<file path="config.mk">
export PLATFORM = sky130hd
export DESIGN_NAME = dls_encoder
export DESIGN_NICKNAME = d
export VERILOG_FILES = /design/src/verilog/dls_pkg.sv /design/src/verilog/dls_encoder.sv
export SDC_FILE = /design/constraint.sdc
export NUM_CORES = 1
export LEC_CHECK = 0
export ABC_AREA = 1
export BUFFER_PORTS_ARGS = -buffer_cell sky130_fd_sc_hd__buf_2
export CORE_ASPECT_RATIO = 1.2
export CORE_MARGIN = 5
export CORE_UTILIZATION = 57
export CTS_BUF_LIST = sky130_fd_sc_hd__clkbuf_4
export CTS_CLUSTER_DIAMETER = 50
export DETAILED_ROUTE_END_ITERATION = 8
export PLACE_DENSITY = 0.78
export REMOVE_ABC_BUFFERS = 1
export SYNTH_ARGS = -nofsm -noshare
export SYNTH_HDL_FRONTEND = slang
export SYNTH_SLANG_ARGS = --single-unit
</file>
<file path="constraint.sdc">
create_clock -name sys_clk -period 2.8 [get_ports sys_clk]
set_clock_uncertainty 0.05 [all_clocks]
set_input_delay 0.28 -clock sys_clk [delete_from_list [all_inputs] [get_ports sys_clk]]
set_output_delay 0.28 -clock sys_clk [all_outputs]
set_load 0.1 [all_outputs]
</file>
<file path="src/verilog/dls_pkg.sv">
// constants for the diagnostic lamp status encoder
// assumes a 100 MHz system clock and synchronous condition flags
package dls_pkg;
  localparam int unsigned CLK_HZ = 100_000_000;
  // flash timing in milliseconds
  localparam int unsigned SLOW_HALF_MS = 500;
  localparam int unsigned FAST_HALF_MS = 125;
  localparam int unsigned PKT_FLASH_MS = 30;
  localparam int unsigned SLOW_HALF_CYC = SLOW_HALF_MS * (CLK_HZ / 1000);
  localparam int unsigned FAST_HALF_CYC = FAST_HALF_MS * (CLK_HZ / 1000);
  localparam int unsigned PKT_FLASH_CYC = PKT_FLASH_MS * (CLK_HZ / 1000);
  localparam int CNT_W = 32;
  localparam logic [CNT_W-1:0] CNT_ZERO = 32'h0000_0000;
  localparam logic [CNT_W-1:0] CNT_ONE = 32'h0000_0001;
  localparam int NPORT = 2;
  // status register byte address and mask address
  localparam logic [3:0] ADDR_STATUS = 4'h0;
  localparam logic [3:0] ADDR_MASK = 4'h4;
  localparam logic [3:0] ADDR_LAMPS = 4'h8;
  localparam int EV_W = 4;
  // event bit positions
  localparam int EV_ELEC_LOW = 0;
  localparam int EV_ELEC_CRIT = 1;
  localparam int EV_ACT_LOW = 2;
  localparam int EV_ACT_CUT = 3;
  localparam logic [EV_W-1:0] MASK_RST = 4'h0;
  typedef enum logic [1:0] {
    DLS_MOD_SLOW = 2'b00,
    DLS_MOD_FAST = 2'b01,
    DLS_MOD_OK = 2'b11
  } dls_mod_t;
endpackage : dls_pkg
</file>
<file path="src/verilog/dls_encoder.sv">
// diagnostic lamp status encoder: condition flags to lamp colour patterns
// assumes all condition inputs are synchronous to sys_clk
//
// Overview of operation
// electronics supply ok: steady green
// electronics below tolerance: red flashing
// electronics critical: steady red; dead: dark; code drives elec_green from elec_above_tol alone, not gated by elec_present
// actuator supply ok: steady green
// actuator below tolerance above cutoff: red flashing
// actuator below cutoff: steady red
// config valid, backplane ok: module green steady; code also requires master_connected, else module green flashes
// unconfigured, no master: module green slow flash
// IP obtained, no connection: module fast flash
// timeout, severe fault, duplicate IP: network red
// port link present: port lamp green
// each packet received: short yellow flash
// no link: port lamp dark
// supply threshold crossing raises controller error
// two independent port lamps, one per port
// controller sends configuration before cyclic operation
// flash rates from clock divider counters
// supply thresholds arrive as digital flags
`timescale 1ns/1ps
`default_nettype none
module dls_encoder
  import dls_pkg::*;
#(
  parameter logic [CNT_W-1:0] SLOW_HALF = CNT_W'(SLOW_HALF_CYC),
  parameter logic [CNT_W-1:0] FAST_HALF = CNT_W'(FAST_HALF_CYC),
  parameter logic [CNT_W-1:0] PKT_FLASH = CNT_W'(PKT_FLASH_CYC)
) (
  input wire logic sys_clk,
  input wire logic rst_n,
  input wire logic clk_en,
  input wire logic elec_above_tol,
  input wire logic elec_above_crit,
  input wire logic elec_present,
  input wire logic act_above_tol,
  input wire logic act_above_cutoff,
  input wire logic cfg_valid,
  input wire logic backplane_ok,
  input wire logic ip_obtained,
  input wire logic master_connected,
  input wire logic net_timeout,
  input wire logic net_severe,
  input wire logic net_dup_ip,
  input wire logic [NPORT-1:0] port_link,
  input wire logic [NPORT-1:0] port_pkt_rx,
  input wire logic [3:0] reg_addr,
  input wire logic [31:0] reg_wdata,
  input wire logic reg_wr,
  input wire logic reg_rd,
  output logic [31:0] reg_rdata,
  output logic irq,
  output logic supply_error,
  output logic elec_green,
  output logic elec_red,
  output logic act_green,
  output logic act_red,
  output logic mod_green,
  output logic mod_red,
  output logic net_green,
  output logic net_red,
  output logic [NPORT-1:0] port_green,
  output logic [NPORT-1:0] port_yellow
);

  // ==========================================================
  // shared helpers
  function automatic logic [CNT_W-1:0] dec_wrap(input logic [CNT_W-1:0] c,
                                               input logic [CNT_W-1:0] reload);
    dec_wrap = (c == CNT_ZERO) ? (reload - CNT_ONE) : (c - CNT_ONE);
  endfunction : dec_wrap

  // ==========================================================
  // flash rate dividers
  logic [CNT_W-1:0] slow_cnt_q;
  logic [CNT_W-1:0] fast_cnt_q;
  logic slow_ph_q;
  logic fast_ph_q;

  always_ff @(posedge sys_clk or negedge rst_n) begin
    if (!rst_n) begin
      slow_cnt_q <= CNT_ZERO;
      slow_ph_q <= 1'b0;
    end else if (clk_en) begin
      slow_cnt_q <= dec_wrap(slow_cnt_q, SLOW_HALF);
      if (slow_cnt_q == CNT_ZERO) begin
        slow_ph_q <= ~slow_ph_q;
      end
    end
  end

  always_ff @(posedge sys_clk or negedge rst_n) begin
    if (!rst_n) begin
      fast_cnt_q <= CNT_ZERO;
      fast_ph_q <= 1'b0;
    end else if (clk_en) begin
      fast_cnt_q <= dec_wrap(fast_cnt_q, FAST_HALF);
      if (fast_cnt_q == CNT_ZERO) begin
        fast_ph_q <= ~fast_ph_q;
      end
    end
  end

  // ==========================================================
  // supply lamps
  // comparator flags are already digital; no analog sampling here
  always_ff @(posedge sys_clk or negedge rst_n) begin
    if (!rst_n) begin
      elec_green <= 1'b0;
      elec_red <= 1'b0;
    end else if (clk_en) begin
      elec_green <= elec_above_tol;
      if (elec_above_tol || !elec_present) begin
        elec_red <= 1'b0;
      end else if (elec_above_crit) begin
        elec_red <= fast_ph_q;
      end else begin
        elec_red <= 1'b1;
      end
    end
  end

  always_ff @(posedge sys_clk or negedge rst_n) begin
    if (!rst_n) begin
      act_green <= 1'b0;
      act_red <= 1'b0;
    end else if (clk_en) begin
      act_green <= act_above_tol;
      if (act_above_tol) begin
        act_red <= 1'b0;
      end else if (act_above_cutoff) begin
        act_red <= fast_ph_q;
      end else begin
        act_red <= 1'b1;
      end
    end
  end

  // ==========================================================
  // module and network lamps
  dls_mod_t mod_sel;
  always_comb begin
    if (cfg_valid && backplane_ok && master_connected) begin
      mod_sel = DLS_MOD_OK;
    end else if (ip_obtained) begin
      mod_sel = DLS_MOD_FAST;
    end else begin
      mod_sel = DLS_MOD_SLOW;
    end
  end

  // the controller configures us first; lamp stays flashing until then
  always_ff @(posedge sys_clk or negedge rst_n) begin
    if (!rst_n) begin
      mod_green <= 1'b0;
    end else if (clk_en) begin
      unique case (mod_sel)
        DLS_MOD_OK: mod_green <= 1'b1;
        DLS_MOD_FAST: mod_green <= fast_ph_q;
        DLS_MOD_SLOW: mod_green <= slow_ph_q;
        default: mod_green <= 1'b0;
      endcase
    end
  end

  always_ff @(posedge sys_clk or negedge rst_n) begin
    if (!rst_n) begin
      mod_red <= 1'b0;
    end else if (clk_en) begin
      mod_red <= cfg_valid & ~backplane_ok;
    end
  end

  // green network patterns are not modelled, lamp green stays dark
  always_ff @(posedge sys_clk or negedge rst_n) begin
    if (!rst_n) begin
      net_red <= 1'b0;
      net_green <= 1'b0;
    end else if (clk_en) begin
      net_red <= net_timeout | net_severe | net_dup_ip;
      net_green <= 1'b0;
    end
  end

  // ==========================================================
  // link/activity lamps, one per port
  logic [CNT_W-1:0] pkt_cnt_q [NPORT];
  for (genvar p = 0; p < NPORT; p++) begin : g_port
    always_ff @(posedge sys_clk or negedge rst_n) begin
      if (!rst_n) begin
        pkt_cnt_q[p] <= CNT_ZERO;
      end else if (clk_en) begin
        if (!port_link[p]) begin
          pkt_cnt_q[p] <= CNT_ZERO;
        end else if (port_pkt_rx[p]) begin
          pkt_cnt_q[p] <= PKT_FLASH; // retrigger per packet
        end else if (pkt_cnt_q[p] != CNT_ZERO) begin
          pkt_cnt_q[p] <= pkt_cnt_q[p] - CNT_ONE;
        end
      end
    end

    always_ff @(posedge sys_clk or negedge rst_n) begin
      if (!rst_n) begin
        port_green[p] <= 1'b0;
        port_yellow[p] <= 1'b0;
      end else if (clk_en) begin
        port_green[p] <= port_link[p];
        port_yellow[p] <= port_link[p] & (port_pkt_rx[p] | (pkt_cnt_q[p] > CNT_ONE));
      end
    end
  end

  // ==========================================================
  // supply error events, status, mask, interrupt
  logic [EV_W-1:0] lvl_q;
  logic [EV_W-1:0] lvl_now;
  logic [EV_W-1:0] status_q;
  logic [EV_W-1:0] mask_q;
  logic [EV_W-1:0] ev;

  always_comb begin
    lvl_now = '0;
    lvl_now[EV_ELEC_LOW] = ~elec_above_tol;
    lvl_now[EV_ELEC_CRIT] = ~elec_above_crit;
    lvl_now[EV_ACT_LOW] = ~act_above_tol;
    lvl_now[EV_ACT_CUT] = ~act_above_cutoff;
  end

  // either direction of a threshold crossing counts as an event
  assign ev = lvl_now ^ lvl_q;

  always_ff @(posedge sys_clk or negedge rst_n) begin
    if (!rst_n) begin
      lvl_q <= '0;
    end else if (clk_en) begin
      lvl_q <= lvl_now;
    end
  end

  always_ff @(posedge sys_clk or negedge rst_n) begin
    if (!rst_n) begin
      status_q <= '0;
    end else if (clk_en) begin
      if (reg_rd && reg_addr == ADDR_STATUS) begin
        status_q <= ev; // new event wins over read clear
      end else begin
        status_q <= status_q | ev;
      end
    end
  end

  always_ff @(posedge sys_clk or negedge rst_n) begin
    if (!rst_n) begin
      mask_q <= MASK_RST;
    end else if (clk_en && reg_wr && reg_addr == ADDR_MASK) begin
      mask_q <= reg_wdata[EV_W-1:0];
    end
  end

  // level error while any supply sits below its threshold
  always_ff @(posedge sys_clk or negedge rst_n) begin
    if (!rst_n) begin
      supply_error <= 1'b0;
    end else if (clk_en) begin
      supply_error <= ~elec_above_tol | ~act_above_tol;
    end
  end

  assign irq = |(status_q & mask_q);

  always_ff @(posedge sys_clk or negedge rst_n) begin
    if (!rst_n) begin
      reg_rdata <= '0;
    end else if (clk_en) begin
      reg_rdata <= '0;
      if (reg_rd) begin
        unique case (reg_addr)
          ADDR_STATUS: reg_rdata <= {28'h0000000, status_q};
          ADDR_MASK: reg_rdata <= {28'h0000000, mask_q};
          ADDR_LAMPS: reg_rdata <= {22'h000000, lvl_q, port_link, mod_sel, supply_error, irq};
          default: reg_rdata <= '0;
        endcase
      end
    end
  end

endmodule : dls_encoder
`default_nettype wire

</file>
=== Yosys cells after proc, flatten, opt, wreduce, memory -nomap -nowiden ===
Index checks and enable logic that the tools add are counted.

* Register bits after elaboration: 186
* Input bits: 57

* Reductions and logical operators: 18
* Add/sub/neg operators: 4
* Eq/ne operators: 6
* Multiplexer cells: 18
* Bitwise operators: 18
* $lt $le $gt $ge: 2

{| class="wikitable"
|+ Operators by type and width
! operator !! count
|-
| 32-bit two-way mux || 8
|-
| 32-bit by 1-bit subtractor with 32-bit output, second input constant || 4
|-
| 32-bit by 1-bit > comparator with 1-bit output, second input constant || 2
|-
| 32-bit logical NOT || 2
|-
| 32-bit nonzero test || 2
|-
| 10-bit one-hot mux with 3 select lines || 1
|-
| 10-bit two-way mux || 1
|-
| 2-bit AND reduction || 4
|-
| 1-bit NOT || 7
|-
| 3-bit by 1-bit != test with 1-bit output, second input constant || 2
|-
| 1-bit logical AND || 5
|-
| 1-bit two-way mux || 5
|-
| 1-bit OR || 5
|-
| 4-bit AND || 1
|-
| 4-bit by 3-bit equality test with 1-bit output, second input constant || 1
|-
| 4-bit equality test, second input constant || 1
|-
| 4-bit logical NOT || 1
|-
| 4-bit two-way mux || 1
|-
| 4-bit OR || 1
|-
| 4-bit OR reduction || 1
|-
| 4-bit XOR || 1
|-
| 1-bit AND || 3
|-
| 1-bit one-hot mux with 3 select lines || 1
|-
| 2-bit by 1-bit equality test with 1-bit output, second input constant || 1
|-
| other kinds (5) || 5
|}

=== Logic depth before layout (Yosys ltp) ===
* Depth after elaboration: 5
* Mapped depth: 12
* Gate-level depth less buffers: 12

=== Worst setup path after synthesis ===
OpenSTA, ideal clock, no wires.

* Path kind: flip-flop to flip-flop
* Start point: reg pkt_cnt_q[1] (netlist name)
* End point: reg pkt_cnt_q[11] (netlist name)
* Cell stages (with the launch flop): 12
* Data arrival time: 1591 ps
* Slack: 1042 ps
* Period minus slack after synthesis: 1758 ps
* Required time: 2633 ps
* Setup time: 117 ps
* Cell sequence: dfrtp_1 -> inv_1 -> ha_1 -> nand2_2 -> nor2_8 -> nand2_4 -> o21ai_2 -> nand2_1 -> buf_6 -> buf_6 -> nand3_1 -> nand2_1

* Cells in the longest elaborated chain, start to end: 4
* Elaborated cells on any way between the ends: 7
* Classes of those cells: add/sub: 1; eq/ne: 1; mux: 3; reduce/logical: 2

{| class="wikitable"
|+ Ends and longest elaborated chain
! element !! line !! source
|-
| start: declaration || dls_encoder.sv:189 || <nowiki>logic [CNT_W-1:0] pkt_cnt_q [NPORT];</nowiki>
|-
| start signal: indexed assignment || dls_encoder.sv:200 || <nowiki>pkt_cnt_q[p] <= pkt_cnt_q[p] - CNT_ONE;</nowiki>
|-
| 32-bit by 1-bit subtractor with 32-bit output || dls_encoder.sv:200 ||
|-
| 32-bit two-way mux || dls_encoder.sv:199 || <nowiki>end else if (pkt_cnt_q[p] != CNT_ZERO) begin</nowiki>
|-
| 32-bit two-way mux || dls_encoder.sv:197 || <nowiki>end else if (port_pkt_rx[p]) begin</nowiki>
|-
| 32-bit two-way mux || dls_encoder.sv:195 || <nowiki>if (!port_link[p]) begin</nowiki>
|}

Parallel ways exist; a longest one is shown, timed or not. The select of a mux whose other input is x is not followed.
A chain may end at the register's enable or synchronous reset.

=== Worst setup path in the final report ===
* Start point: reg pkt_cnt_q[1] (netlist name)
* End point: reg pkt_cnt_q[22] (netlist name)

The elaborated chain is that of the path after synthesis.

==> qor.txt <==
Setup CP Type: flop to flop
Final Hold Fails: 0
I/O pins: 103
Die ar.: 0.02015 mm2
Final GP Congestion: 0.9531
FILL cells: 1,543
post-synth cell types: 50
share of total power in sequential cells: 44.1%
RSZ-0062 raised after global routing: no
DRT Pass-1 Iters: 5
Switching Power: 0.002892 W
synthesis-to-finish area growth: 9.069%
Root Buffer: clkbuf_4
async set or reset register ratio after synthesis: 100.0%
Core Region: 0.01698 mm2
global-route wire length before repair: 39.81 mm
Final nets: 1,532
combinational power share: 33.8%
dpl ws: 0.5573 ns
Yosys warning total: 0
Post-CTS Setup Inserts: 0
Tightest Hold Check Type: primary input to flop
total global routing overflow: 0
VDD IR max: 0.0003386 V
die span in y: 154.5 um
critical-path maximum fanout: 18
clock sinks: 164
Post-synth EDFFs: 0
crit path launch type: flop
synthesized area: 0.009920 mm2
CTS Buffer Depth: 2
outcome: finished, final reports clean
static leakage: 5.553 nW
clock slew at reported path FFs: 0.14 ns
H-tree depth reported by CTS: 4
final period utilization: 80.40%
Slew Viols, Final: 0
crit path time final: 2.251 ns
largest net degree at the start of global routing: 66
Yosys reg bits: 164
PD cells: 640.6 mW/mm2
vias per cell: 5.293
drt initial violations: 835
layout cells sized above 1: 10.88%
commonest non-fill, non-tap cells in the layout: 343 x nand2_1, 270 x nor2_1, 164 x dfrtp_1, 150 x inv_1, 95 x nand3_1
CTS tree: done
area of the multi-input gates: 0.004991 mm2
initial antenna violation count: 1
Final Hold Slack: 0.08477 ns
Die W: 130.4 um
Final setup viols: 0
Via Count: 8,983
Relative slew margins: 58.35%
Tightest Pin Transition: 0.6247 ns
final instance area: 0.01082 mm2
Pint: 0.004039 W
Synth Flop Type: dfrtp_1
dpl cell area: 0.01031 mm2
Critical Path End Type: flop
average wire per standard cell: 13.93 um
number of max-cap violations: 0
Initial Util: 58.41%
Worst Path Required: 3.24 ns
DRC: 0
switching share of power: 41.73%
Critical Path AT: 2.70 ns
cts repair resizes: 0
Cell Rows: 52
Buffers on Ports: 51
TNS Setup: 0 ns
clock latency on the worst-skew pair: 0.59 ns
Post-Synthesis Cells: 1,391
GRT Overall Usage: 24.21%
Avg Cell Area, Syn: 7.131 um2
FF+latch area: 0.004104 mm2
Final HPWL DP: 17.34 mm
Total Wirelength: 23.64 mm
vias in the first global route: 8,549
sequential share of the synthesized area: 41.37%
Clock power frac: 22.2%
clock buffer count from CTS: 17
final setup margin: 0.5489 ns
Antenna Nets Post-Route: 0
Fmax: 444.2 MHz
most common cell after layout, fill and taps aside: nand2_1
[final cells by class]
cell class | count | share of cell area (%)
Multi-Input combinational cell | 1045 | 46.13
Sequential cell | 164 | 37.93
Inverter | 158 | 5.482
Timing Repair Buffer | 81 | 5.077
Tap cell | 216 | 2.498
Clock inverter | 14 | 1.607
Clock buffer | 18 | 1.249
Antenna cell | 1 | 0.02313
[sequential cells by signal, indices dropped and copies added, names as in the netlist]
signal	flops
pkt_cnt_q	64
fast_cnt_q	32
slow_cnt_q	32
reg_rdata	10
lvl_q	4
mask_q	4
status_q	4
port_green	2
port_yellow	2
act_green	1
act_red	1
elec_green	1
elec_red	1
fast_ph_q	1
mod_green	1
mod_red	1
net_red	1
slow_ph_q	1
supply_error	1
[worst max-delay path: stages (launching register included)]
cell,delay (ns)
dfrtp_1,0.38
inv_1,0.11
ha_1,0.22
nand2_2,0.14
nor2_8,0.19
nand2_4,0.08
o21ai_2,0.15
nand2_1,0.35
buf_4,0.34
nand3_1,0.10
nand2_1,0.05
[power by group through the flow]
stage               Combinational, W  Sequential, W  Clock [W]
detailed placement           0.00230        0.00309          0
global placement             0.00225        0.00308          0
CTS                          0.00234        0.00305    0.00158
global route                 0.00264        0.00311    0.00167
finish                       0.00234        0.00306    0.00154
floorplan                    0.00169        0.00314          0
[routing by layer]
metal / GRT usage, % / routed length [um]
met5: 0 / 0
met4: 7.839 / 449
met3: 3.898 / 1135
met2: 40.49 / 11510
met1: 32.07 / 10550
[path summary, 6_finish.rpt]
path / start / to / slack [ns] / cells past startpoint
max in group asynchronous: rst_n / pkt_cnt_q[40]$_DFFE_PN0P_ / 1.74 / 3
min in group asynchronous: rst_n / pkt_cnt_q[8]$_DFFE_PN0P_ / 0.20 / 2
max: pkt_cnt_q[1]$_DFFE_PN0P_ / pkt_cnt_q[22]$_DFFE_PN0P_ / 0.55 / 10
min reg2reg: port_yellow[0]$_DFFE_PN0P_ / port_yellow[0]$_DFFE_PN0P_ / 0.44 / 2
min: reg_wr / mask_q[0]$_DFFE_PN0P_ / 0.08 / 3
max reg2reg: pkt_cnt_q[1]$_DFFE_PN0P_ / pkt_cnt_q[22]$_DFFE_PN0P_ / 0.55 / 10
[through the flow]
| step | instances | utilization (%) | power (W) |
|---|---|---|---|
| floorplan | 1367 | - | 0.004832 |
| global placement | 1644 | 60.70 | 0.005330 |
| detailed placement | 1644 | 60.70 | 0.005394 |
| CTS | 1696 | 63.70 | 0.006972 |
| global route | 1697 | 63.71 | 0.007415 |
| finish | 1697 | 63.71 | 0.006931 |
[synthesized netlist by cell type, types with 5 or more instances]
cell,instances,area [um2]
o21ai_1,5,25.02
nand4_1,37,231.5
nand2_2,7,43.79
nand3_1,95,475.5
inv_2,6,22.52
nand2_1,343,1287
ha_1,8,100.1
clkbuf_1,7,26.28
o21ai_2,16,140.1
o21ai_0,65,325.3
buf_2,7,35.03
buf_4,25,187.7
nor2_1,270,1013
inv_1,150,563.0
nor2_4,7,78.83
nor2_2,12,75.07
dfrtp_1,164,4104
a21oi_1,37,185.2
o21bai_1,5,37.54
nor3_1,32,160.2
xnor2_1,12,105.1
xor2_1,21,183.9
o211ai_1,5,37.54
or2_2,7,43.79
buf_6,5,56.30
[cell families (layout without fill, tap and decap cells)]
| group | after synthesis | after routing | share of synthesized area (%) |
|---|---|---|---|
| AO/OA/AOI/OAI | 149 | 149 | 9.082 |
| flip-flops | 164 | 164 | 41.37 |
| other | 1 | 24 | 0.03780 |
| adder cells (fa/ha/maj) | 8 | 8 | 1.009 |
| AND/OR/NAND/NOR | 830 | 830 | 36.21 |
| buffers and inverters | 204 | 271 | 9.145 |
| multiplexers | 2 | 2 | 0.2270 |
| XOR/XNOR | 33 | 33 | 2.914 |
[repair_timing]
action | 4_1_cts | 5_1_grt
hold endpoints to repair | 105 | 0
hold buffers | 20 | 0
setup endpoints to repair | 0 | 0
Note: power is estimated with default switching activity, not from simulation.
